### config.mk
export PLATFORM = sky130hd
export DESIGN_NAME = mag_guard
export DESIGN_NICKNAME = d
export VERILOG_FILES = /design/src/pkg/mag_pkg.sv /design/src/mag_guard.sv
export SDC_FILE = /design/constraint.sdc
export NUM_CORES = 1
export LEC_CHECK = 0
export ABC_AREA = 1
export ABC_CLOCK_PERIOD_IN_PS = 4120
export BUFFER_PORTS_ARGS = -buffer_cell sky130_fd_sc_hd__clkbuf_2
export CORE_ASPECT_RATIO = 2
export CORE_UTILIZATION = 50
export DETAILED_ROUTE_END_ITERATION = 6
export PLACE_DENSITY = 0.78
export SLEW_MARGIN = 20
export SYNTH_ARGS = -nofsm -noshare
export SYNTH_HDL_FRONTEND = slang
export SYNTH_SLANG_ARGS = --single-unit
### constraint.sdc
create_clock -name clock_in -period 4.12 [get_ports clock_in]
set_clock_uncertainty 0.05 [all_clocks]
set_input_delay 0.618 -clock clock_in [delete_from_list [all_inputs] [get_ports clock_in]]
set_output_delay 0.618 -clock clock_in [all_outputs]
set_load 0.01 [all_outputs]
### src/pkg/mag_pkg.sv
/*
  mode and access guard: shared constants, types and register map.
  assumes a single 10 MHz clock and a simple strobe register port.
*/
`default_nettype none
package mag_pkg;

  // ------------------------------------------------------------------
  // privilege modes
  // ------------------------------------------------------------------
  typedef enum logic [1:0] {
    MAG_MODE_USER,
    MAG_MODE_SYSTEM,
    MAG_MODE_SUPER
  } mag_mode_t;

  typedef enum logic [1:0] {
    MAG_ST_BOOT,
    MAG_ST_TEST,
    MAG_ST_APP
  } mag_state_t;

  // ------------------------------------------------------------------
  // access carrier from the core
  // ------------------------------------------------------------------
  typedef struct packed {
    logic        valid;
    logic        write;
    logic        sfr;
    logic [15:0] addr;
    logic [15:0] addr_chk;
  } mag_access_t;

  // ------------------------------------------------------------------
  // memory map and segment layout
  // ------------------------------------------------------------------
  localparam int MAG_NSEG = 4;
  localparam logic [15:0] MAG_MEM_TOP = 16'hbfff;
  localparam logic [1:0] MAG_SEG_SHIFT_HI = 2'h3;
  localparam logic [15:0] MAG_SFR_BASE = 16'hff00;
  localparam logic [7:0] MAG_SFR_LAST = 8'h0f;
  localparam logic [7:0] MAG_SFR_PRIV_FIRST = 8'h08;

  // ------------------------------------------------------------------
  // software register offsets
  // ------------------------------------------------------------------
  localparam logic [3:0] MAG_REG_OPEN = 4'h0;
  localparam logic [3:0] MAG_REG_FIREWALL = 4'h1;
  localparam logic [3:0] MAG_REG_SECCTL = 4'h2;
  localparam logic [3:0] MAG_REG_STATUS = 4'h3;
  localparam logic [3:0] MAG_REG_IRQ_STAT = 4'h4;
  localparam logic [3:0] MAG_REG_IRQ_MASK = 4'h5;
  localparam logic [3:0] MAG_REG_ERRCNT = 4'h6;

  // ------------------------------------------------------------------
  // reset values and field positions
  // ------------------------------------------------------------------
  localparam logic [3:0] MAG_OPEN_RST = 4'h0;
  localparam logic [3:0] MAG_FIREWALL_RST = 4'h0;
  localparam logic [7:0] MAG_SECCTL_RST = 8'hff;
  localparam logic [7:0] MAG_ERRCNT_RST = 8'hff;
  localparam int MAG_EV_RANGE = 0;
  localparam int MAG_EV_CONS = 1;
  localparam int MAG_EV_SEG = 2;
  localparam int MAG_EV_SFR = 3;
  localparam int MAG_NEV = 4;

endpackage : mag_pkg
`default_nettype wire

### src/mag_guard.sv
/*
  mode and access guard: boot mode selection, segment access with
  open settings and firewall, sfr gating, violation reset request.
  assumes the core holds each access one cycle and obeys the reset.
*/
`timescale 1ns/1ps
`default_nettype none

// Functional notes
// - test enabled at boot: start factory test code in privileged mode
// - test disabled: start application in unprivileged or privileged mode
// - blown delivery fuse forbids test program whatever the boot inputs
// - three levels: boot above privileged above unprivileged
// - application code never reaches the boot level
// - unprivileged mode cannot touch security fuse settings
// - application code cannot write security feature control bits
// - segment access is full or depends on its open setting
// - open settings reset to most restrictive during boot
// - any error returns all open settings to restrictive default
// - every non-sfr access also passes configurable firewall settings
// - sfr read and write permission from register function and mode
// - forbidden or absent sfr read returns zero and raises security reset
// - access beyond present memory forces a reset
// - inconsistent address is a violation on every access
// - security resets decrement the error counter, reloaded only on the arst_n_in reset
module mag_guard
  import mag_pkg::*;
(
  // clock, reset, enable
  input wire logic clock_in,
  input wire logic arst_n_in,
  input wire logic clk_en_in,
  // boot straps and fuses
  input wire logic boot_done_in,
  input wire logic test_req_in,
  input wire logic delivery_fuse_in,
  input wire logic app_system_in,
  input wire logic [7:0] fuse_cfg_in,
  // access from the core
  input wire mag_access_t acc_in,
  input wire logic [7:0] sfr_rdata_in,
  output logic [7:0] sfr_rdata_out,
  output logic acc_grant_out,
  // register port
  input wire logic [3:0] reg_addr_in,
  input wire logic [7:0] reg_wdata_in,
  input wire logic reg_wr_in,
  input wire logic reg_rd_in,
  output logic [7:0] reg_rdata_out,
  // status and requests
  output mag_mode_t mode_out,
  output logic test_run_out,
  output logic app_run_out,
  output logic [7:0] secctl_out,
  output logic sec_reset_out,
  output logic irq_out
);

  // ------------------------------------------------------------------
  // reset release
  // ------------------------------------------------------------------
  logic rst_s1_q;
  logic rst_n_q;

  always_ff @(posedge clock_in or negedge arst_n_in) begin
    if (!arst_n_in) begin
      rst_s1_q <= 1'b0;
      rst_n_q <= 1'b0;
    end else begin
      rst_s1_q <= 1'b1;
      rst_n_q <= rst_s1_q;
    end
  end

  // ------------------------------------------------------------------
  // decoding helpers
  // ------------------------------------------------------------------
  function automatic logic [1:0] seg_of(input logic [15:0] a);
    seg_of = a[15:14];
  endfunction : seg_of

  function automatic logic sfr_allowed(input logic [7:0] idx,
                                       input logic wr,
                                       input mag_mode_t m);
    logic ok;
    ok = 1'b0;
    if (idx <= MAG_SFR_LAST) begin
      if (idx >= MAG_SFR_PRIV_FIRST) begin
        ok = (m != MAG_MODE_USER);
      end else begin
        ok = !wr || (m != MAG_MODE_USER);
      end
    end
    sfr_allowed = ok;
  endfunction : sfr_allowed

  // ------------------------------------------------------------------
  // boot mode selection
  // ------------------------------------------------------------------
  mag_state_t st_q, st_d;
  mag_mode_t mode_q, mode_d;

  always_comb begin
    st_d = st_q;
    mode_d = mode_q;
    case (st_q)
      MAG_ST_BOOT: begin
        if (boot_done_in) begin
          if (test_req_in && !delivery_fuse_in) begin
            st_d = MAG_ST_TEST;
            mode_d = MAG_MODE_SYSTEM;
          end else begin
            st_d = MAG_ST_APP;
            mode_d = app_system_in ? MAG_MODE_SYSTEM : MAG_MODE_USER;
          end
        end
      end
      MAG_ST_TEST: mode_d = MAG_MODE_SYSTEM;
      MAG_ST_APP: begin
        // application keeps its start mode and never reaches boot level
        if (mode_q == MAG_MODE_SUPER) begin
          mode_d = MAG_MODE_SYSTEM;
        end
      end
      default: begin
        st_d = MAG_ST_BOOT;
        mode_d = MAG_MODE_SUPER;
      end
    endcase
  end

  always_ff @(posedge clock_in or negedge rst_n_q) begin
    if (!rst_n_q) begin
      st_q <= MAG_ST_BOOT;
      mode_q <= MAG_MODE_SUPER;
    end else if (clk_en_in) begin
      st_q <= st_d;
      mode_q <= mode_d;
    end
  end

  // ------------------------------------------------------------------
  // access checks
  // ------------------------------------------------------------------
  logic [3:0] open_q, open_d;
  logic [3:0] fw_q, fw_d;
  logic [7:0] secctl_q, secctl_d;
  logic [MAG_NEV-1:0] ev;
  logic [MAG_NSEG-1:0] seg_full;
  logic [1:0] seg;
  logic [7:0] sfr_idx;
  logic sfr_ok;
  logic viol;

  // segment 0 full for all, others need an open setting outside boot
  genvar g;
  generate
    for (g = 0; g < MAG_NSEG; g++) begin : g_seg
      assign seg_full[g] = (g == 0) || (mode_q == MAG_MODE_SUPER);
    end
  endgenerate

  always_comb begin
    seg = seg_of(acc_in.addr);
    sfr_idx = acc_in.addr[7:0];
    sfr_ok = sfr_allowed(sfr_idx, acc_in.write, mode_q);
    ev = '0;
    if (acc_in.valid) begin
      if (acc_in.sfr) begin
        ev[MAG_EV_SFR] = !sfr_ok ||
                         (acc_in.addr[15:8] != MAG_SFR_BASE[15:8]);
      end else begin
        ev[MAG_EV_RANGE] = acc_in.addr > MAG_MEM_TOP;
        ev[MAG_EV_SEG] = !(seg_full[seg] || open_q[seg])
                         || fw_q[seg];
      end
      ev[MAG_EV_CONS] = (acc_in.addr ^ acc_in.addr_chk) != 16'hffff;
    end
    viol = |ev;
  end

  assign acc_grant_out = acc_in.valid && !viol;

  // ------------------------------------------------------------------
  // software registers
  // ------------------------------------------------------------------
  logic [MAG_NEV-1:0] ist_q, ist_d;
  logic [MAG_NEV-1:0] imask_q, imask_d;
  logic [7:0] errcnt_q, errcnt_d;
  logic sreset_q, sreset_d;
  logic [7:0] rdata_q, rdata_d;
  logic [7:0] sfrd_q, sfrd_d;
  logic priv_w;

  always_comb begin
    priv_w = reg_wr_in && (mode_q == MAG_MODE_SUPER);
    open_d = open_q;
    fw_d = fw_q;
    secctl_d = secctl_q;
    imask_d = imask_q;
    errcnt_d = errcnt_q;
    if (reg_wr_in && mode_q != MAG_MODE_USER &&
        reg_addr_in == MAG_REG_OPEN) begin
      open_d = reg_wdata_in[3:0];
    end
    if (reg_wr_in && mode_q != MAG_MODE_USER &&
        reg_addr_in == MAG_REG_IRQ_MASK) begin
      imask_d = reg_wdata_in[MAG_NEV-1:0];
    end
    if (priv_w && reg_addr_in == MAG_REG_FIREWALL) begin
      fw_d = reg_wdata_in[3:0];
    end
    // security control only from boot level, never from applications
    if (priv_w && reg_addr_in == MAG_REG_SECCTL) begin
      secctl_d = reg_wdata_in & fuse_cfg_in;
    end
    if (viol) begin
      open_d = MAG_OPEN_RST;
    end
    if (st_q == MAG_ST_BOOT) begin
      open_d = MAG_OPEN_RST;
    end
    if (viol && errcnt_q != 8'h00) begin
      errcnt_d = errcnt_q - 8'h01;
    end
    ist_d = ist_q;
    if (reg_wr_in && reg_addr_in == MAG_REG_IRQ_STAT) begin
      ist_d = ist_q & ~reg_wdata_in[MAG_NEV-1:0];
    end
    ist_d = ist_d | ev;
    sreset_d = viol;
    // forbidden sfr reads return zero
    sfrd_d = (acc_in.valid && acc_in.sfr && !acc_in.write && !viol) ?
             sfr_rdata_in : 8'h00;
    rdata_d = 8'h00;
    if (reg_rd_in) begin
      case (reg_addr_in)
        MAG_REG_OPEN: rdata_d = {4'h0, open_q};
        MAG_REG_FIREWALL: rdata_d = {4'h0, fw_q};
        MAG_REG_SECCTL: rdata_d = secctl_q;
        MAG_REG_STATUS: rdata_d = {4'h0, st_q, mode_q};
        MAG_REG_IRQ_STAT: rdata_d = {4'h0, ist_q};
        MAG_REG_IRQ_MASK: rdata_d = {4'h0, imask_q};
        MAG_REG_ERRCNT: rdata_d = errcnt_q;
        default: rdata_d = 8'h00;
      endcase
    end
  end

  always_ff @(posedge clock_in or negedge rst_n_q) begin
    if (!rst_n_q) begin
      open_q <= MAG_OPEN_RST;
      fw_q <= MAG_FIREWALL_RST;
      secctl_q <= MAG_SECCTL_RST;
      imask_q <= '0;
      ist_q <= '0;
      sreset_q <= 1'b0;
      rdata_q <= 8'h00;
      sfrd_q <= 8'h00;
    end else if (clk_en_in) begin
      open_q <= open_d;
      fw_q <= fw_d;
      secctl_q <= secctl_d;
      imask_q <= imask_d;
      ist_q <= ist_d;
      sreset_q <= sreset_d;
      rdata_q <= rdata_d;
      sfrd_q <= sfrd_d;
    end
  end

  // counter of security resets: it only counts down and stops at zero
  always_ff @(posedge clock_in or negedge rst_n_q) begin
    if (!rst_n_q) begin
      errcnt_q <= MAG_ERRCNT_RST;
    end else if (clk_en_in) begin
      errcnt_q <= errcnt_d;
    end
  end

  assign mode_out = mode_q;
  assign test_run_out = (st_q == MAG_ST_TEST);
  assign app_run_out = (st_q == MAG_ST_APP);
  assign secctl_out = secctl_q;
  assign sec_reset_out = sreset_q;
  assign irq_out = |(ist_q & imask_q);
  assign reg_rdata_out = rdata_q;
  assign sfr_rdata_out = sfrd_q;
endmodule : mag_guard
`default_nettype wire

### After elaboration in Yosys (flattened, before gate mapping)

Cells that the tools add are included.

* register bits: 55
* latch bits: 0
* bits in writable memories: 0
* ROM bits: 0
* input bits: 72
* output and inout port bits: 31
* word-level logic and storage cells: 102
* memories kept: 0

* add/sub/neg operators: 1
* multiply operators: 0
* divide/modulo/power cells: 0
* $lt $le $gt $ge: 4
* equal/unequal tests: 13
* shifts and indexed selects: 0
* muxes and demuxes: 27
* bitwise gates (word level): 7
* reductions and logical operators: 37

Operators with widths (number)
* 8-bit one-hot mux with 7 select lines: 1
* 4-bit two-way mux: 5
* 16-bit greater-than comparator (second input constant): 1
* 8-bit two-way mux: 2
* 16-bit inequality test (second input constant): 1
* 16-bit bitwise XOR: 1
* 1-bit logical AND: 13
* 4-bit by 3-bit equality test with 1-bit output (second input constant): 3
* 1-bit two-way mux: 10
* 2-bit AND reduction: 5
* 4-bit bitwise AND: 2
* 8-bit bitwise AND: 1
* 4-bit by 2-bit equality test with 1-bit output (second input constant): 2
* 8-bit by 4-bit greater-or-equal comparator with 1-bit output (second input constant): 1
* 8-bit by 4-bit <= comparator with 1-bit output (second input constant): 1
* 2-bit two-way mux: 4
* 8-bit inequality test (second input constant): 1
* 8-bit nonzero test: 1
* 4-bit OR reduction: 2
* 8-bit by 1-bit subtractor with 8-bit output (second input constant): 1
* 1-bit binary-select mux with 2-bit select: 3
* 2-bit one-hot mux with 3 select lines: 1
* 3-bit AND reduction: 2
* 1-bit logical NOT: 5
* other kinds (16): 20

### Depth between registers and ports, before layout

* depth after elaboration: 12
* mapped depth: 13
* mapped depth without buffers: 12

### Worst setup path before layout

OpenSTA, ideal clock, no wires.

* path type: input to output
* from: in acc_in[22] in the netlist's numbering
* to: out acc_grant_out
* data arrival time: 1419 ps
* data required time: 3452 ps
* path slack: 2033 ps
* stages: 9
* path buffers: 0
* cells stage by stage: nor2_1 nand3_1 nor2_1 nand2_1 nand2_2 nand2_2 nor2_4 nand2_4 nor2_1

* longest elaborated chain between the ends: 10
* elaborated cells between the ends (all ways): 15
* those cells by class: 3 x order compare; 1 x eq/ne; 5 x mux; 1 x bitwise; 5 x reduce/logical

Ends and longest elaborated chain
* start: declaration: RTL line mag_guard.sv:40 `input wire mag_access_t acc_in,`
* 8-bit by 4-bit greater-or-equal comparator with 1-bit output: RTL line mag_guard.sv:88 `if (idx >= MAG_SFR_PRIV_FIRST) begin`
* 1-bit two-way mux: RTL line mag_guard.sv:88
* 1-bit two-way mux: RTL line mag_guard.sv:87 `if (idx <= MAG_SFR_LAST) begin`
* 1-bit logical NOT: RTL line mag_guard.sv:170 `ev[MAG_EV_SFR] = !sfr_ok ||`
* 1-bit logical OR: RTL line mag_guard.sv:170
* 1-bit two-way mux: RTL line mag_guard.sv:169 `if (acc_in.sfr) begin`
* 4-bit two-way mux *: RTL line mag_guard.sv:168 `if (acc_in.valid) begin`
* 4-bit OR reduction *: RTL line mag_guard.sv:179 `viol = |ev;`
* 1-bit logical NOT *: RTL line mag_guard.sv:182 `assign acc_grant_out = acc_in.valid && !viol;`
* 1-bit logical AND *: RTL line mag_guard.sv:182
* end: declaration: RTL line mag_guard.sv:43 `output logic acc_grant_out,`

Mark *: on every way between the ends. The rest lies on a longest branch, timed or not.

### Worst setup path after layout

* from: reg mode_q[1] (netlist: mode_out[1])
* to: out acc_grant_out

* longest elaborated chain between the ends: 11
* elaborated cells between the ends (all ways): 18
* those cells by class: 1 x eq/ne; 7 x mux; 10 x reduce/logical

Ends and longest elaborated chain
* start: declaration: RTL line mag_guard.sv:101 `mag_mode_t mode_q, mode_d;`
* start signal: assignment: RTL line mag_guard.sv:138 `mode_q <= mode_d;`
* 2-bit equality test or 2-bit nonzero test (tied branches): RTL line mag_guard.sv:159, mag_guard.sv:89, mag_guard.sv:91
* 1-bit binary-select mux with 2-bit select or 1-bit logical OR (tied branches): RTL line mag_guard.sv:174, mag_guard.sv:91
* 1-bit two-way mux (on tied branches): RTL line mag_guard.sv:174, mag_guard.sv:88
* 1-bit logical OR or 1-bit two-way mux (tied branches): RTL line mag_guard.sv:174, mag_guard.sv:87
* 1-bit logical NOT (on tied branches): RTL line mag_guard.sv:174, mag_guard.sv:170
* 1-bit logical OR (on tied branches): RTL line mag_guard.sv:175, mag_guard.sv:170
* 1-bit two-way mux: RTL line mag_guard.sv:169
* 4-bit two-way mux *: RTL line mag_guard.sv:168
* 4-bit OR reduction *: RTL line mag_guard.sv:179
* 1-bit logical NOT *: RTL line mag_guard.sv:182
* 1-bit logical AND *: RTL line mag_guard.sv:182

Mark *: on every way between the ends. The rest lies on a longest branch, timed or not. The select of a mux whose other input is x is not followed.

==> results by group <==
Global routing
  – Global-route wire length before repair: 15000 um
  – Antenna violations before repair: 0
  – Vias in the first global route: 3304
  – Largest net degree at the start of global routing: 54
  – GRT overflow: 0
  – GR Util All Layers: 0.288

Cells and area
  – Most common cell after layout, fill and taps aside: nand2_1
  – Filler Cells Inserted: 610
  – ANT cells: 0
  – Nets@finish: 633
  – Area grow syn2layout: 22.9%
  – Most frequent cells in the layout: nand2_1, clkbuf_2, inv_1
  – Fin cells: 642
  – Layout cells sized above 1: 0.291

Synthesis
  – YS warnings: 0
  – Synth top area share: 0.286
  – Synth Area in Simple Gates: 0.314
  – Largest family of logic cells by synthesized area: simple AND/OR/NAND/NOR gates
  – Yosys reg bits: 55
  – Syn avg cell area: 7.34 um^2
  – Post-synthesis sequential area ratio: 0.420
  – Post-Syn Area: 3330 um^2
  – Synth Instances: 453
  – Post-Synth Adder-Cell Area: 0.0226
  – XOR/XNOR share of the synthesized area: 0.0158
  – Compound-Gate Fraction of Synth Area: 0.137
  – Post-Syn Nets: 531
  – Dominant cell type by area after synthesis: dfrtp_1
  – Distinct cells, synth: 36
  – Top post-synthesis cells by area: dfrtp_1, nand2_1, dfstp_2, inv_1, o21ai_0
  – Post-synthesis mux area share: 0

Clocking
  – Clock Path Buffers: 2
  – CTS H-tree depth: 2
  – Clock sink total: 55
  – TritonCTS clock tree: yes
  – Post-CTS setup buffer count: 0
  – Worst skew pair latency: 300 ps
  – Clock transition at path regs: 70 ps
  – Num CTS Buffers: 5
  – PostCTS Resize Cnt: 0
  – Root buffer cell: clkbuf_16
  – Cts hold-fix bufs: 0

Timing
  – Setup TNS: 0 ps
  – RSZ-0062 raised after global routing: false
  – Max-slew violations: 0
  – Final worst path period share: 0.632
  – Worst rel slew slack: 0.562
  – Post-layout min period: 2610 ps
  – Final Setup Violations: 0
  – Final Hold Viols: 0
  – Worst-margin pin slew: 658 ps
  – Max Freq: 0.384 GHz

Setup path
  – Crit Reg-Reg Startpoint: mode_out[1]$_DFFE_PN1P_
  – Slowest-stage cell, CP: dfstp_2
  – R2r endpoint: errcnt_q[5]$_DFFE_PN1P_
  – Arrival time worst endpoint: 1940 ps
  – Slowest stage delay, CP: 530 ps
  – Worst path cell trace: inv_1 > nand2_1 > nor2_1 > nor2_1 > nand2_1 > nand2_2 > nand2_2 > nor2_4 > nand2_4 > nor2_1 > clkbuf_2
  – Buf/Inv on CP: 2
  – Top delay family on crit path: simple AND/OR/NAND/NOR gates
  – FF-to-FF setup slack: 2190 ps
  – Reg2Reg Depth: 12
  – WS Path Type: register to primary output
  – Crit-path most repeated cell: nor2_1
  – Critical path origin: mode_out[1]$_DFFE_PN1P_
  – CP Capture Type: primary output
  – Crit path capture: acc_grant_out
  – CP Launch Type: register
  – Critical path required time: 3450 ps
  – WP depth: 11
  – Worst-path fanout max: 5

Detailed routing
  – DR iter-0 viols: 171
  – Via density: 5.15
  – Final routed DRC violation total: 0
  – DR WL/cell: 14.6 um
  – Vias: 3309
  – WL final: 9350 um
  – Antenna Nets Post-Route: 0
  – DR pass1 iterations: 5

Power and ir drop
  – PwrDens: 399 nW/um^2
  – Leakage power: 2.21 nW
  – VDD IR max: 0.466 mV

Floorplanning
  – Initial Util: 0.523
  – I/O pin count: 103
  – Chip width: 59.7 um
  – Die height: 117 um
  – FP Rows: 41
  – Core ar.: 6360 um^2
  – Die Footprint: 7000 um^2

Flow run
  – Max-Cap Viols: 0

Place
  – DP Cell Count: 634
  – Port Buf Inserts: 102
  – Placer Congestion: 0.976
  – Dpl hpwl: 7380 um

Run status
  – Outcome: completed

Hold path
  – HP Class: input port to asynchronous set/reset pin
## worst min path at each step
stage / from / end / slack, ps / cells past startpoint
after floorplan: arst_n_in / rst_n_q$_DFF_PN0_ / 270 / 0
after global placement: rst_s1_q$_DFF_PN0_ / rst_n_q$_DFF_PN0_ / 290 / 0
after detailed placement: rst_s1_q$_DFF_PN0_ / rst_n_q$_DFF_PN0_ / 290 / 0
after CTS: arst_n_in / rst_n_q$_DFF_PN0_ / 30 / 1
after global routing: arst_n_in / rst_s1_q$_DFF_PN0_ / 30 / 1
final: arst_n_in / rst_s1_q$_DFF_PN0_ / 40 / 1
## metrics by stage
step	hold slack [ps]	instance area, um^2	worst slack (ps)	util	total power [mW]
after floorplan	272	3330	2030	-	0.918
final	39.5	4090	1510	0.643	1.63
after CTS	35.0	4090	1510	0.643	1.64
after global routing	32.7	4090	1340	0.643	1.72
after global placement	286	3900	1710	0.613	1.08
after detailed placement	292	3900	1680	0.613	1.09
## where the power goes
part | leakage [nW] | switching (mW) | internal (mW)
Combinational | 1.45 | 0.274 | 0.148
Sequential | 0.669 | 0.0503 | 0.618
Clock | 0.0900 | 0.194 | 0.348
Total | 2.21 | 0.518 | 1.11
## area by class of cell
cell class	count	area, um^2	area share
sequential	55	1400	0.342
multi-input combinational	326	1630	0.399
timing repair buffer	103	518	0.127
clock buffer	5	125	0.0306
tap	86	108	0.0263
inverter	64	240	0.0588
clock inverter	3	67.6	0.0165
## synthesized netlist by cell type, drive strengths merged
cell,count
inv,63
dfstp,17
o2111ai,4
a41oi,1
nor4,1
a21oi,4
nand3b,3
xnor2,1
o21ai,58
clkbuf,6
ha,6
dfrtp,38
nand4,5
nor2,37
nand2,167
o2bb2ai,1
o22ai,3
buf,2
nand3,27
conb,1
xor2,5
or2,1
clkinv,1
a211oi,1
## routing by layer
layer | share of wire | vias up | track usage
li1 | - | 1637 | -
met1 | 0.35 | 1498 | 0.288
met2 | 0.54 | 142 | 0.514
met3 | 0.056 | 32 | 0.0573
met4 | 0.055 | 0 | 0.173
met5 | 0 | - | 0
## registers in the layout, indices dropped and copies added, names as in the netlist
name and flops:
errcnt_q 8, fw_q 4, imask_q 4, ist_q 4
mode_out 2, open_q 4, reg_rdata_out 8, rst_n_q 1
rst_s1_q 1, sec_reset_out 1, secctl_out 8, sfr_rdata_out 8
st_q 2
## cell families (layout without fill, tap and decap cells)
logic type | after synthesis | after routing
buffers and inverters | 72 | 175
other | 1 | 1
AOI/OAI and AO/OA | 72 | 72
DFF | 55 | 55
xor gates and xnor gates | 6 | 6
and+or+nand+nor | 241 | 241
adders and majority gates | 6 | 6
(Power assumes the default switching activity.)
